===== src/design/ecsf_pkg.sv =====
/*
  Shared constants for the embedded-clock serializer/deserializer pair:
  frame layout, payload packing, lock thresholds and the controller register map.
  Assumes both ends compile against the same copy of this package.
*/
package ecsf_pkg;
  // frame layout, index = order on the wire (index 0 goes first)
  localparam int         FRAME_BITS   = 28;
  localparam int         PAYLOAD_BITS = 24;
  localparam int         POS_A        = 24;
  localparam int         POS_B        = 25;
  localparam int         POS_CLK_LO   = 26;
  localparam int         POS_CLK_HI   = 27;
  localparam logic [4:0] LAST_POS     = 5'h1B;
  localparam logic       CLK_LO_VAL   = 1'b0;
  localparam logic       CLK_HI_VAL   = 1'b1;
  localparam logic [4:0] HALF_ONES    = 5'h0C;

  // 18-bit colour packing
  localparam int RGB18_W    = 18;
  localparam int HSYNC_BIT  = 18;
  localparam int VSYNC_BIT  = 19;
  localparam int DVALID_BIT = 20;
  localparam int GP_LSB     = 21;
  localparam int GP_W       = 3;

  // 24-bit colour blanking frame packing
  localparam int BLANK_HSYNC = 0;
  localparam int BLANK_VSYNC = 1;
  localparam int SYNC_GP_LSB = 2;

  // serial bit time equals one clock period
  localparam int CLK_PERIOD_NS = 10;
  localparam int BIT_NS        = 10;
  localparam int BIT_CYCLES    = (BIT_NS + CLK_PERIOD_NS - 1) / CLK_PERIOD_NS;

  // lock acquisition
  localparam logic [2:0] LOCK_GOOD = 3'h4;
  localparam logic [1:0] LOCK_BAD  = 2'h2;

  // staggered output banks
  localparam int STAG_BANKS = 4;
  localparam int BANK_W     = 6;

  // controller registers
  localparam logic [3:0] ADDR_CTRL     = 4'h0;
  localparam logic [3:0] ADDR_STATUS   = 4'h4;
  localparam logic [3:0] ADDR_IRQ_STAT = 4'h8;
  localparam logic [3:0] ADDR_IRQ_MASK = 4'hC;
  localparam int         CTRL_STAG     = 0;
  localparam int         CTRL_SPREAD   = 1;
  localparam int         CTRL_SSC      = 2;
  localparam int         CTRL_EQSRC    = 3;
  localparam int         CTRL_EQ_LSB   = 4;
  localparam int         CTRL_C24      = 8;
  localparam int         CTRL_W        = 9;
  localparam logic [8:0] CTRL_RST      = 9'h000;
  localparam int         EQ_W          = 4;
  localparam int         IRQ_GAIN      = 0;
  localparam int         IRQ_LOSS      = 1;
  localparam int         IRQ_ERR       = 2;
  localparam int         IRQ_W         = 3;
  localparam logic [2:0] IRQ_RST       = 3'h0;
endpackage


===== src/design/ecsf_link_if.sv =====
/*
  Serial link between the serializer and the deserializer.
  Assumes both ends share clk; one serial bit per clock.
*/
`timescale 1ns/1ps
interface ecsf_link_if;
  logic       serial_bit;
  logic       tx_boost;
  logic [1:0] tx_deemph;
  logic       tx_swing_high;

  modport serializer (output serial_bit, output tx_boost, output tx_deemph, output tx_swing_high);
  modport des (input serial_bit, input tx_boost, input tx_deemph, input tx_swing_high);
endinterface


===== src/design/ecsf_deserializer.sv =====
/*
  Deserializer end: hunts for the fixed clock-bit edge, locks, unpacks and
  decodes each frame, and drives the parallel bus with staggered banks and
  optional period spreading. Holds the controller registers and interrupt.
  Assumes the serial bit arrives on clk from the serializer; eq_pin is async.
*/
// Local design decisions: strobed register access and the register addresses.
`timescale 1ns/1ps
// Functional notes
// RL1 - each 28-bit frame: 24 payload, 2 clock, 2 control
// RL2 - clock bits fixed high and low
// RL3 - low and high clock bits adjacent, fixed edge
// RL4 - bit rate is 28 times pixel rate
// RL5 - 18-bit mode: colour, three syncs, three spare
// RL6 - payload balanced and scrambled, receiver undoes it
// RL7 - control bits carry coding and frame mode
// RL8 - 24-bit mode carries sync state in stream
// RL9 - lock from stream only, no reference
// RL10 - lock status output
// RL11 - relock after hot plug without training
// RL12 - pre-emphasis boost only after a transition
// RL13 - de-emphasis lowers swing, programmable level
// RL14 - swing select low standard, high increased
// RL15 - equalization from pin or register
// RL16 - outputs switch in staggered banks
// RL17 - spread mode rotates bank order each frame
// RL18 - spread spectrum varies output period
// RL19 - lose lock on missing edge, regain consistently
module ecsf_deserializer
  import ecsf_pkg::*;
#(
  parameter bit SCRAMBLE = 1'b1
) (
  input  wire logic                    clk,
  input  wire logic                    rst_n,
  ecsf_link_if.des                     link,
  input  wire logic [EQ_W-1:0]         eq_pin,
  input  wire logic [3:0]              reg_addr,
  input  wire logic [31:0]             reg_wdata,
  input  wire logic                    reg_wr,
  input  wire logic                    reg_rd,
  output logic      [31:0]             reg_rdata,
  output logic                         irq,
  output logic                         lock,
  output logic      [PAYLOAD_BITS-1:0] rgb,
  output logic                         horizontal_sync,
  output logic                         vertical_sync,
  output logic                         pixel_data_valid,
  output logic      [GP_W-1:0]         gp,
  output logic                         pix_stb,
  output logic      [EQ_W-1:0]         eq_setting
);
  typedef struct packed {
    logic [FRAME_BITS-1:0]   sh;
    logic [4:0]              pos;
    logic [2:0]              good;
    logic [1:0]              bad;
    logic                    locked;
    logic [1:0]              frm_cnt;
    logic [PAYLOAD_BITS-1:0] dec_rgb;
    logic                    dec_hsync;
    logic                    dec_vsync;
    logic                    dec_valid;
    logic [GP_W-1:0]         dec_gp;
    logic [2:0]              ssc_ph;
    logic [1:0]              dly;
    logic [1:0]              stg;
    logic                    busy;
    logic [PAYLOAD_BITS-1:0] rgb;
    logic                    hsync;
    logic                    vsync;
    logic                    dvalid;
    logic [GP_W-1:0]         gp;
    logic                    pix_stb;
    logic [EQ_W-1:0]         eq_s1;
    logic [EQ_W-1:0]         eq_s2;
    logic [EQ_W-1:0]         eq_s3;
    logic [EQ_W-1:0]         eq_pv;
    logic [EQ_W-1:0]         eq;
    logic [CTRL_W-1:0]       ctrl;
    logic [IRQ_W-1:0]        stat;
    logic [IRQ_W-1:0]        mask;
    logic [31:0]             rdata;
    logic                    irq;
  } ecsf_rx_state_t;

  ecsf_rx_state_t          s;
  ecsf_rx_state_t          n;
  logic [FRAME_BITS-1:0]   full;
  logic [FRAME_BITS-1:0]   f;
  logic [PAYLOAD_BITS-1:0] d;
  logic                    hit;
  logic                    frame_done;
  logic [IRQ_W-1:0]        ev;
  logic [1:0]              rot;
  logic [STAG_BANKS-1:0]   bank_upd;

  // spread mode walks the start bank with the frame count
  assign rot = s.ctrl[CTRL_SPREAD] ? s.frm_cnt : 2'h0; // [RL17]

  for (genvar k = 0; k < STAG_BANKS; k++) begin : g_bank
    assign bank_upd[k] = ~s.ctrl[CTRL_STAG] | (2'(k) == 2'(s.stg + rot)); // [RL16]
  end

  always_comb begin
    n          = s;
    f          = '0;
    d          = '0;
    ev         = '0;
    frame_done = 1'b0;
    n.pix_stb  = 1'b0;
    full       = {s.sh[FRAME_BITS-2:0], link.serial_bit};
    n.sh       = full;
    // newest bit sits at full[0], so wire index i sits at full[27-i]
    for (int i = 0; i < FRAME_BITS; i++) begin
      f[i] = full[FRAME_BITS-1-i]; // [RL1]
    end
    hit = (f[POS_CLK_LO] == CLK_LO_VAL) && (f[POS_CLK_HI] == CLK_HI_VAL); // [RL2] [RL3]

    // framing: no reference clock, no training, the fixed edge is enough
    if (s.pos == LAST_POS) begin
      n.pos = '0;
      if (hit) begin
        n.bad = '0;
        if (s.locked) begin
          frame_done = 1'b1;
        end else if (s.good == LOCK_GOOD - 3'h1) begin
          n.locked       = 1'b1; // [RL9] [RL11] [RL19]
          n.good         = '0;
          ev[IRQ_GAIN]   = 1'b1;
        end else begin
          n.good = s.good + 3'h1; // [RL19]
        end
      end else begin
        n.good = '0;
        if (s.locked) begin
          ev[IRQ_ERR] = 1'b1;
          if (s.bad == LOCK_BAD - 2'h1) begin
            n.locked     = 1'b0; // [RL19]
            n.bad        = '0;
            ev[IRQ_LOSS] = 1'b1;
          end else begin
            n.bad = s.bad + 2'h1;
          end
        end else begin
          // slip one bit: test the next alignment on the next clock
          n.pos = LAST_POS; // [RL9] [RL11]
        end
      end
    end else begin
      n.pos = s.pos + 5'h01; // [RL4]
    end

    // decode: undo balance inversion, then the scrambler
    if (frame_done) begin
      d = f[PAYLOAD_BITS-1:0] ^ {PAYLOAD_BITS{f[POS_A]}}; // [RL6] [RL7]
      if (SCRAMBLE) begin
        for (int i = 1; i < PAYLOAD_BITS; i++) begin
          d[i] = f[i] ^ f[POS_A] ^ f[i-1] ^ f[POS_A]; // [RL6]
        end
      end
      if (s.ctrl[CTRL_C24]) begin
        if (f[POS_B]) begin
          // sync held between blanking frames, colour blanked
          n.dec_valid = 1'b0; // [RL8]
          n.dec_hsync = d[BLANK_HSYNC];
          n.dec_vsync = d[BLANK_VSYNC];
          n.dec_gp    = d[SYNC_GP_LSB +: GP_W];
          n.dec_rgb   = '0;
        end else begin
          n.dec_valid = 1'b1; // [RL7] [RL8]
          n.dec_rgb   = d;
        end
      end else begin
        n.dec_rgb = {{(PAYLOAD_BITS-RGB18_W){1'b0}}, d[RGB18_W-1:0]}; // [RL5]
        n.dec_hsync = d[HSYNC_BIT];
        n.dec_vsync = d[VSYNC_BIT];
        n.dec_valid = d[DVALID_BIT];
        n.dec_gp  = d[GP_LSB +: GP_W];
      end
      n.frm_cnt = s.frm_cnt + 2'h1;
      n.ssc_ph  = s.ssc_ph + 3'h1;
      // triangle offset 0,1,2,3,3,2,1,0 stretches and shrinks the period
      n.dly  = s.ctrl[CTRL_SSC] ? (s.ssc_ph[2] ? ~s.ssc_ph[1:0] : s.ssc_ph[1:0]) : 2'h0; // [RL18]
      n.stg  = '0;
      n.busy = 1'b1;
    end

    // output stage: optional delay, then one bank per clock when staggered, else all banks in one clock
    if (s.busy) begin
      if (s.dly != 2'h0) begin
        n.dly = s.dly - 2'h1; // [RL18]
      end else begin
        for (int k = 0; k < STAG_BANKS; k++) begin
          if (bank_upd[k]) begin
            n.rgb[k*BANK_W +: BANK_W] = s.dec_rgb[k*BANK_W +: BANK_W]; // [RL16] [RL17]
          end
        end
        if (s.stg == 2'h0) begin
          n.hsync  = s.dec_hsync;
          n.vsync  = s.dec_vsync;
          n.dvalid = s.dec_valid;
          n.gp     = s.dec_gp;
        end
        if (!s.ctrl[CTRL_STAG] || s.stg == 2'(STAG_BANKS - 1)) begin
          n.busy    = 1'b0;
          n.pix_stb = 1'b1;
        end else begin
          n.stg = s.stg + 2'h1; // [RL16]
        end
      end
    end

    // pin equalization value: three stages, accepted when two agree
    n.eq_s1 = eq_pin;
    n.eq_s2 = s.eq_s1;
    n.eq_s3 = s.eq_s2;
    if (s.eq_s2 == s.eq_s3) begin
      n.eq_pv = s.eq_s3;
    end
    n.eq = s.ctrl[CTRL_EQSRC] ? s.ctrl[CTRL_EQ_LSB +: EQ_W] : s.eq_pv; // [RL15]

    // registers; a hardware event in the clearing cycle stays set
    n.rdata = '0;
    if (reg_wr) begin
      case (reg_addr)
        ADDR_CTRL:     n.ctrl = reg_wdata[CTRL_W-1:0];
        ADDR_IRQ_STAT: n.stat = s.stat & ~reg_wdata[IRQ_W-1:0];
        ADDR_IRQ_MASK: n.mask = reg_wdata[IRQ_W-1:0];
        default:       n.ctrl = s.ctrl;
      endcase
    end
    n.stat = n.stat | ev;
    if (reg_rd) begin
      case (reg_addr)
        ADDR_CTRL:     n.rdata = {{(32-CTRL_W){1'b0}}, s.ctrl};
        ADDR_STATUS:   n.rdata = {24'h000000, s.eq, 2'h0, s.busy, s.locked}; // [RL10]
        ADDR_IRQ_STAT: n.rdata = {{(32-IRQ_W){1'b0}}, s.stat};
        ADDR_IRQ_MASK: n.rdata = {{(32-IRQ_W){1'b0}}, s.mask};
        default:       n.rdata = 32'h00000000;
      endcase
    end
    n.irq = |(n.stat & n.mask);
  end

  always_ff @(posedge clk) begin
    if (!rst_n) begin
      s      <= '0;
      s.ctrl <= CTRL_RST;
      s.stat <= IRQ_RST;
      s.mask <= IRQ_RST;
    end else begin
      s <= n;
    end
  end

  assign reg_rdata  = s.rdata;
  assign irq        = s.irq;
  assign lock       = s.locked; // [RL10]
  assign rgb        = s.rgb;
  assign horizontal_sync  = s.hsync;
  assign vertical_sync    = s.vsync;
  assign pixel_data_valid = s.dvalid;
  assign gp         = s.gp;
  assign pix_stb    = s.pix_stb;
  assign eq_setting = s.eq;
endmodule


===== src/flat_wrapper.sv =====
// flat-port wrapper written by rule: the top's interface ports become plain ports
module ecsf_deserializer_flat import ecsf_pkg::*;
#(
  parameter bit SCRAMBLE = 1'b1
)
  (clk, rst_n, eq_pin, reg_addr, reg_wdata, reg_wr, reg_rd, reg_rdata, irq, lock, rgb, horizontal_sync, vertical_sync, pixel_data_valid, gp, pix_stb, eq_setting, link_serial_bit, link_tx_boost, link_tx_deemph, link_tx_swing_high);
  ecsf_link_if link_i ();
  input  wire logic clk;
  input  wire logic rst_n;
  input  wire logic [EQ_W-1:0] eq_pin;
  input  wire logic [3:0] reg_addr;
  input  wire logic [31:0] reg_wdata;
  input  wire logic reg_wr;
  input  wire logic reg_rd;
  output logic      [31:0] reg_rdata;
  output logic irq;
  output logic lock;
  output logic      [PAYLOAD_BITS-1:0] rgb;
  output logic horizontal_sync;
  output logic vertical_sync;
  output logic pixel_data_valid;
  output logic      [GP_W-1:0] gp;
  output logic pix_stb;
  output logic      [EQ_W-1:0] eq_setting;
  input wire logic [$bits(link_i.serial_bit)-1:0] link_serial_bit;
  input wire logic [$bits(link_i.tx_boost)-1:0] link_tx_boost;
  input wire logic [$bits(link_i.tx_deemph)-1:0] link_tx_deemph;
  input wire logic [$bits(link_i.tx_swing_high)-1:0] link_tx_swing_high;
  assign link_i.serial_bit = link_serial_bit;
  assign link_i.tx_boost = link_tx_boost;
  assign link_i.tx_deemph = link_tx_deemph;
  assign link_i.tx_swing_high = link_tx_swing_high;
  ecsf_deserializer #(.SCRAMBLE(SCRAMBLE)) u_core (.clk(clk), .rst_n(rst_n), .link(link_i), .eq_pin(eq_pin), .reg_addr(reg_addr), .reg_wdata(reg_wdata), .reg_wr(reg_wr), .reg_rd(reg_rd), .reg_rdata(reg_rdata), .irq(irq), .lock(lock), .rgb(rgb), .horizontal_sync(horizontal_sync), .vertical_sync(vertical_sync), .pixel_data_valid(pixel_data_valid), .gp(gp), .pix_stb(pix_stb), .eq_setting(eq_setting));
endmodule

===== config.mk =====
export PLATFORM = sky130hd
export DESIGN_NAME = ecsf_deserializer_flat
export DESIGN_NICKNAME = d
export VERILOG_FILES = /design/src/design/ecsf_pkg.sv /design/src/design/ecsf_link_if.sv /design/src/design/ecsf_deserializer.sv /design/src/flat_wrapper.sv
export SDC_FILE = /design/constraint.sdc
export NUM_CORES = 1
export LEC_CHECK = 0
export ABC_AREA = 1
export BUFFER_PORTS_ARGS = -buffer_cell sky130_fd_sc_hd__buf_2
export CORE_MARGIN = 2
export CORE_UTILIZATION = 60
export DETAILED_ROUTE_END_ITERATION = 16
export HOLD_SLACK_MARGIN = 0.1
export PLACE_DENSITY = 0.95
export SLEW_MARGIN = 20
export SYNTH_ARGS = -nofsm -noshare
export SYNTH_HDL_FRONTEND = slang
export SYNTH_SLANG_ARGS = --single-unit

===== constraint.sdc =====
create_clock -name clk -period 2.9 [get_ports clk]
set_input_delay 0.87 -clock clk [delete_from_list [all_inputs] [get_ports clk]]
set_output_delay 0.87 -clock clk [all_outputs]
set_load 0.02 [all_outputs]

=== Word-level counts from Yosys, hierarchy flattened ===
Cells that the tools add are included.

* Register bits after elaboration: 177
* Input port bits: 49
* Output and inout bits: 69
* Word-level logic and storage cells: 204

* Add/sub/neg operators: 8
* Equality and inequality tests: 13
* Multiplexer cells: 45
* Bitwise gates (word level): 84
* Reduce and logical (&&, ||, !) cells: 20

{| class="wikitable"
|+ Operators by type and width
! kind !! number
|-
| 1-bit bitwise XOR || 70
|-
| 6-bit 2-to-1 mux || 7
|-
| 36-bit 2-to-1 mux || 1
|-
| 9-bit one-hot mux with 4 select lines || 1
|-
| 34-bit 2-to-1 mux || 1
|-
| 30-bit 2-to-1 mux || 1
|-
| 24-bit 2-to-1 mux || 1
|-
| 3-bit 2-to-1 mux || 7
|-
| 5-bit 2-to-1 mux || 4
|-
| 2-bit 2-to-1 mux || 9
|-
| 3-bit AND reduction || 5
|-
| 1-bit 2-to-1 mux || 12
|-
| 2-bit AND reduction || 5
|-
| 4-bit == test (second input constant) || 2
|-
| 2-bit by 1-bit adder with 2-bit output (second input constant) || 3
|-
| 3-bit by 1-bit adder with 3-bit output (second input constant) || 2
|-
| 3-bit AND || 2
|-
| 3-bit OR reduction || 2
|-
| 5-bit by 1-bit adder with 5-bit output (second input constant) || 1
|-
| 5-bit == test (second input constant) || 1
|-
| 1-bit inverter || 5
|-
| 2-bit == test (first input constant) || 2
|-
| 4-bit by 3-bit == test with 1-bit output (second input constant) || 1
|-
| 4-bit == test || 1
|-
| 19 further kinds || 24
|}

=== Depth between registers and ports, before layout ===
* Word-level depth: 8
* Mapped depth: 13
* Mapped depth without buffers: 12

=== Least setup slack after synthesis ===
OpenSTA, ideal clock, no wires.

* Path type: input to register
* Start point: input port link_serial_bit
* End point: register u_core.s[122] (netlist bit)
* Library setup time: 70 ps
* Arrival: 1,758 ps
* Required time: 2,830 ps
* Slack: 1,072 ps
* Cell stages on the path: 7
* Cells stage by stage: nand2_1 > nor2_2 > nand2_4 > a21oi_4 > buf_6 > nand2_1 > a21oi_1

* Word-level cells in the longest chain between the ends: 3

{| class="wikitable"
|+ Ends and longest elaborated chain
! item !! line !! RTL
|-
| start: declaration || flat_wrapper.sv:25 || <nowiki>input wire logic [$bits(link_i.serial_bit)-1:0] link_serial_bit;</nowiki>
|-
| 1-bit logical AND || ecsf_deserializer.sv:118 || <nowiki>hit = (f[POS_CLK_LO] == CLK_LO_VAL) && (f[POS_CLK_HI] == CLK_HI_VAL);</nowiki>
|-
| 1-bit 2-to-1 mux || ecsf_deserializer.sv:123 || <nowiki>if (hit) begin</nowiki>
|-
| 1-bit 2-to-1 mux || ecsf_deserializer.sv:121 || <nowiki>if (s.pos == LAST_POS) begin</nowiki>
|-
| end signal: assignment || ecsf_deserializer.sv:253 || <nowiki>s <= n;</nowiki>
|-
| end: declaration || ecsf_deserializer.sv:87 || <nowiki>ecsf_rx_state_t s;</nowiki>
|}

Every way passes these cells.
A chain may end at the register's enable or synchronous reset.

=== Final worst setup path ===
* Start point: input port link_serial_bit
* End point: register u_core.s[114] (netlist bit)

Same word-level chain as after synthesis.

==> impl_metrics.json <==
{
  "worst-r2r-cell-count": 7,
  "seq_area_frac_synth_pct": 44.98,
  "grt_max_degree": 93,
  "cts_resized": 0,
  "fin_skew_ps": 8.197,
  "wire_per_inst_um": 14.08,
  "path_cells": "buf_2, nand2_1, nor2_2, nand2_4, a21oi_4, nand2_1, a21oi_1",
  "crit_top_cell": "nand2_1",
  "finalPower_mw": 4.499,
  "ys_warn_count": 0,
  "vias_per_cell": 5.485,
  "layout.nets": 1014,
  "slew_violations": 0,
  "crit_fanout": 18,
  "gp_congestion": 0.8474,
  "cts_buffers": 17,
  "ir_drop_uv": 427.0,
  "post_cts.repair.setup_buffers": 0,
  "cpLargestDelayFamily": "simple AND/OR/NAND/NOR gates",
  "ys_types": 32,
  "syn_avg_cell_area_um2": 7.307,
  "critPathSlowestCell": "a21oi_4",
  "std_cell_rows": 39,
  "powerDensity_nw_per_um2": 600.2,
  "rsz0062_at_grt": "false",
  "ys.flop_type": "dfxtp_1",
  "area_growth_pct": 9.365,
  "netlist_area_um2": 6854,
  "drc_errors": 0,
  "n_antenna_cell": 0,
  "drt_iter0_drc": 667,
  "crit_buf_inv": 1,
  "synth-edff-count": 0,
  "worstPathRequired_ps": 3240,
  "min_period_ps": 1956,
  "setup_viol": 0,
  "clock_latency_ps": 430,
  "nFillCells": 763,
  "die_w_um": 110.9,
  "synth-seq-cells": 154,
  "synth_top_area_cell": "dfxtp_1",
  "grt_use_total_pct": 25.96,
  "htreeDepth": 4,
  "cts_buffer_depth": 2,
  "tns_ps": 0,
  "hold_class": "reg -> reg",
  "worst_pin_slew_ps": 740.0,
  "p_leak_nw": 3.624,
  "final_layout_size_suffix_gt1_share_pct": 12.86,
  "start_kind": "input pin",
  "cts_tree": "yes",
  "grt_pass1_vias": 5627,
  "crit_end": "u_core.s[114]",
  "die_area_um2": 12290,
  "cts_hold_buf": 0,
  "slew_headroom_pct": 50.60,
  "cts_root_buffer": "clkbuf_16",
  "finish.utilization_pct": 66.50,
  "die_h_um": 110.9,
  "rrSetupSlack_ps": 980,
  "clock_sink_count": 154,
  "routed_wl_um": 15700,
  "worstSetupPathType": "in -> reg",
  "worstHoldStart": "u_core.n[60]",
  "drv_cap": 0,
  "portBuffers": 67,
  "cpPeakStageDelay_ps": 450,
  "io_pins": 118,
  "crit_start": "link_serial_bit",
  "dp_hpwl_um": 8758,
  "grt_pass1_wl_um": 26010,
  "r2r_start": "u_core.s[145]",
  "drtPass1Iterations": 7,
  "start_util_pct": 60.81,
  "status": "complete, no violations",
  "drtAntennaViolNets": 0,
  "synthArstFlopShare_pct": 0,
  "clk_pin_slew_ps": 70,
  "end_kind": "flop",
  "vias": 6116,
  "finalHoldViolations": 0,
  "cp.arrival_ps": 2300,
  "grt_remaining_overflow": 0,
  "synth_area_leaders": "dfxtp_1 45%, nand2_1 12%, buf_4 7.0%",
  "syn-instance-count": 938,
  "critical_path_depth": 7,
  "synth_top_area_share_pct": 44.98,
  "antenna_found_initial": 0,
  "max_freq_mhz": 511.2,
  "core-area_um2": 11270,
  "rr_endpoint": "u_core.s[114]",
  "fin_hold_ws_ps": 415.8,
  "min_period_over_period_pct": 67.45
}
[synth_stat cells (4+ instances only)]
cell type / instances
a21oi_1: 95
buf_1: 4
buf_2: 10
buf_4: 64
clkbuf_1: 18
dfxtp_1: 154
ha_1: 6
inv_1: 123
inv_2: 7
nand2_1: 227
nand3_1: 73
nand4_1: 4
nor2_1: 57
nor2_2: 4
nor3_1: 10
o21ai_0: 29
o22ai_1: 6
xnor2_1: 6
xor2_1: 24
[routing by layer]
metal	routed length [µm]	vias up	part of all wire (%)	global-route usage (%)
met1	6201	2773	39	30.50
li1	-	2902	-	-
met5	0	-	0	0
met4	805	0	5.1	14.08
met3	1219	92	7.8	6.124
met2	7477	349	48	43.89
[kinds of logic after synthesis]
| group | after synthesis | share of synthesized area [%] |
|---|---|---|
| compound gates | 136 | 10.35 |
| xor+xnor | 30 | 3.833 |
| fa+ha+maj | 6 | 1.095 |
| buf+inv | 228 | 16.28 |
| flops | 154 | 44.98 |
| other cells | 1 | 0.05471 |
| simple gates | 383 | 23.40 |
[cell type report]
cell class | instances | area (µm²) | share of cell area (%)
multi-input cells | 578 | 2738 | 36.52
clock inverters | 15 | 156.4 | 2.086
well taps | 143 | 178.9 | 2.387
repair buffers | 77 | 422.9 | 5.642
flip-flops and latches | 154 | 3083 | 41.13
inverters | 131 | 491.7 | 6.560
clock buffers | 17 | 425.4 | 5.675
[registers in the layout, indices dropped and copies added, names as in the netlist, 3 cells and up]
signal	flops
u_core.f	27
u_core.reg_rdata	9
u_core.eq_setting	4
u_core.rgb	24
u_core.n	8
u_core.s	73
u_core.gp	3
[report_power, final]
part           total, mW  leakage [nW]  internal [mW]  switching [mW]
clock               2.16         0.284           1.21           0.951
combinational      0.191          2.10         0.0503           0.141
sequential          2.15          1.24           2.13          0.0122
total               4.50          3.62           3.40            1.10
[per-stage QoR]
stage / cells / cell area, µm² / setup slack [ps]
after detailed placement: 1083 / 6914 / 636.9
after global routing: 1115 / 7496 / 828.7
final: 1115 / 7496 / 943.8
after CTS: 1115 / 7496 / 952.1
after global placement: 1083 / 6914 / 708.6
after floorplan: 960 / 6937 / 1072
[how the worst min path moves through the flow]
stage | end | cells after the start | slack [ps]
global route | u_core.f[25] | 2 | 440
floorplan | u_core.n[56] | 2 | 390
detailed placement | u_core.n[56] | 2 | 400
global placement | u_core.n[59] | 2 | 390
finish | u_core.n[56] | 2 | 420
CTS | u_core.n[56] | 2 | 420
[worst min-delay path, cell delays in order, from the launching register on]
cell and delay, ps:
dfxtp_1 310, nand2_1 50, inv_1 40
[placed cells by master (no fill, tap or decap), types with 6 or more instances in the layout]
master,instances
dfxtp_1,154
o21ai_0,29
a21oi_1,95
ha_1,6
inv_6,6
conb_1,23
inv_1,123
buf_2,67
clkbuf_16,17
o22ai_1,6
xor2_1,24
nor2_1,57
nand3_1,73
inv_2,7
nand2_1,227
buf_4,9
xnor2_1,6
nor3_1,10
(Power assumes the default switching activity.)
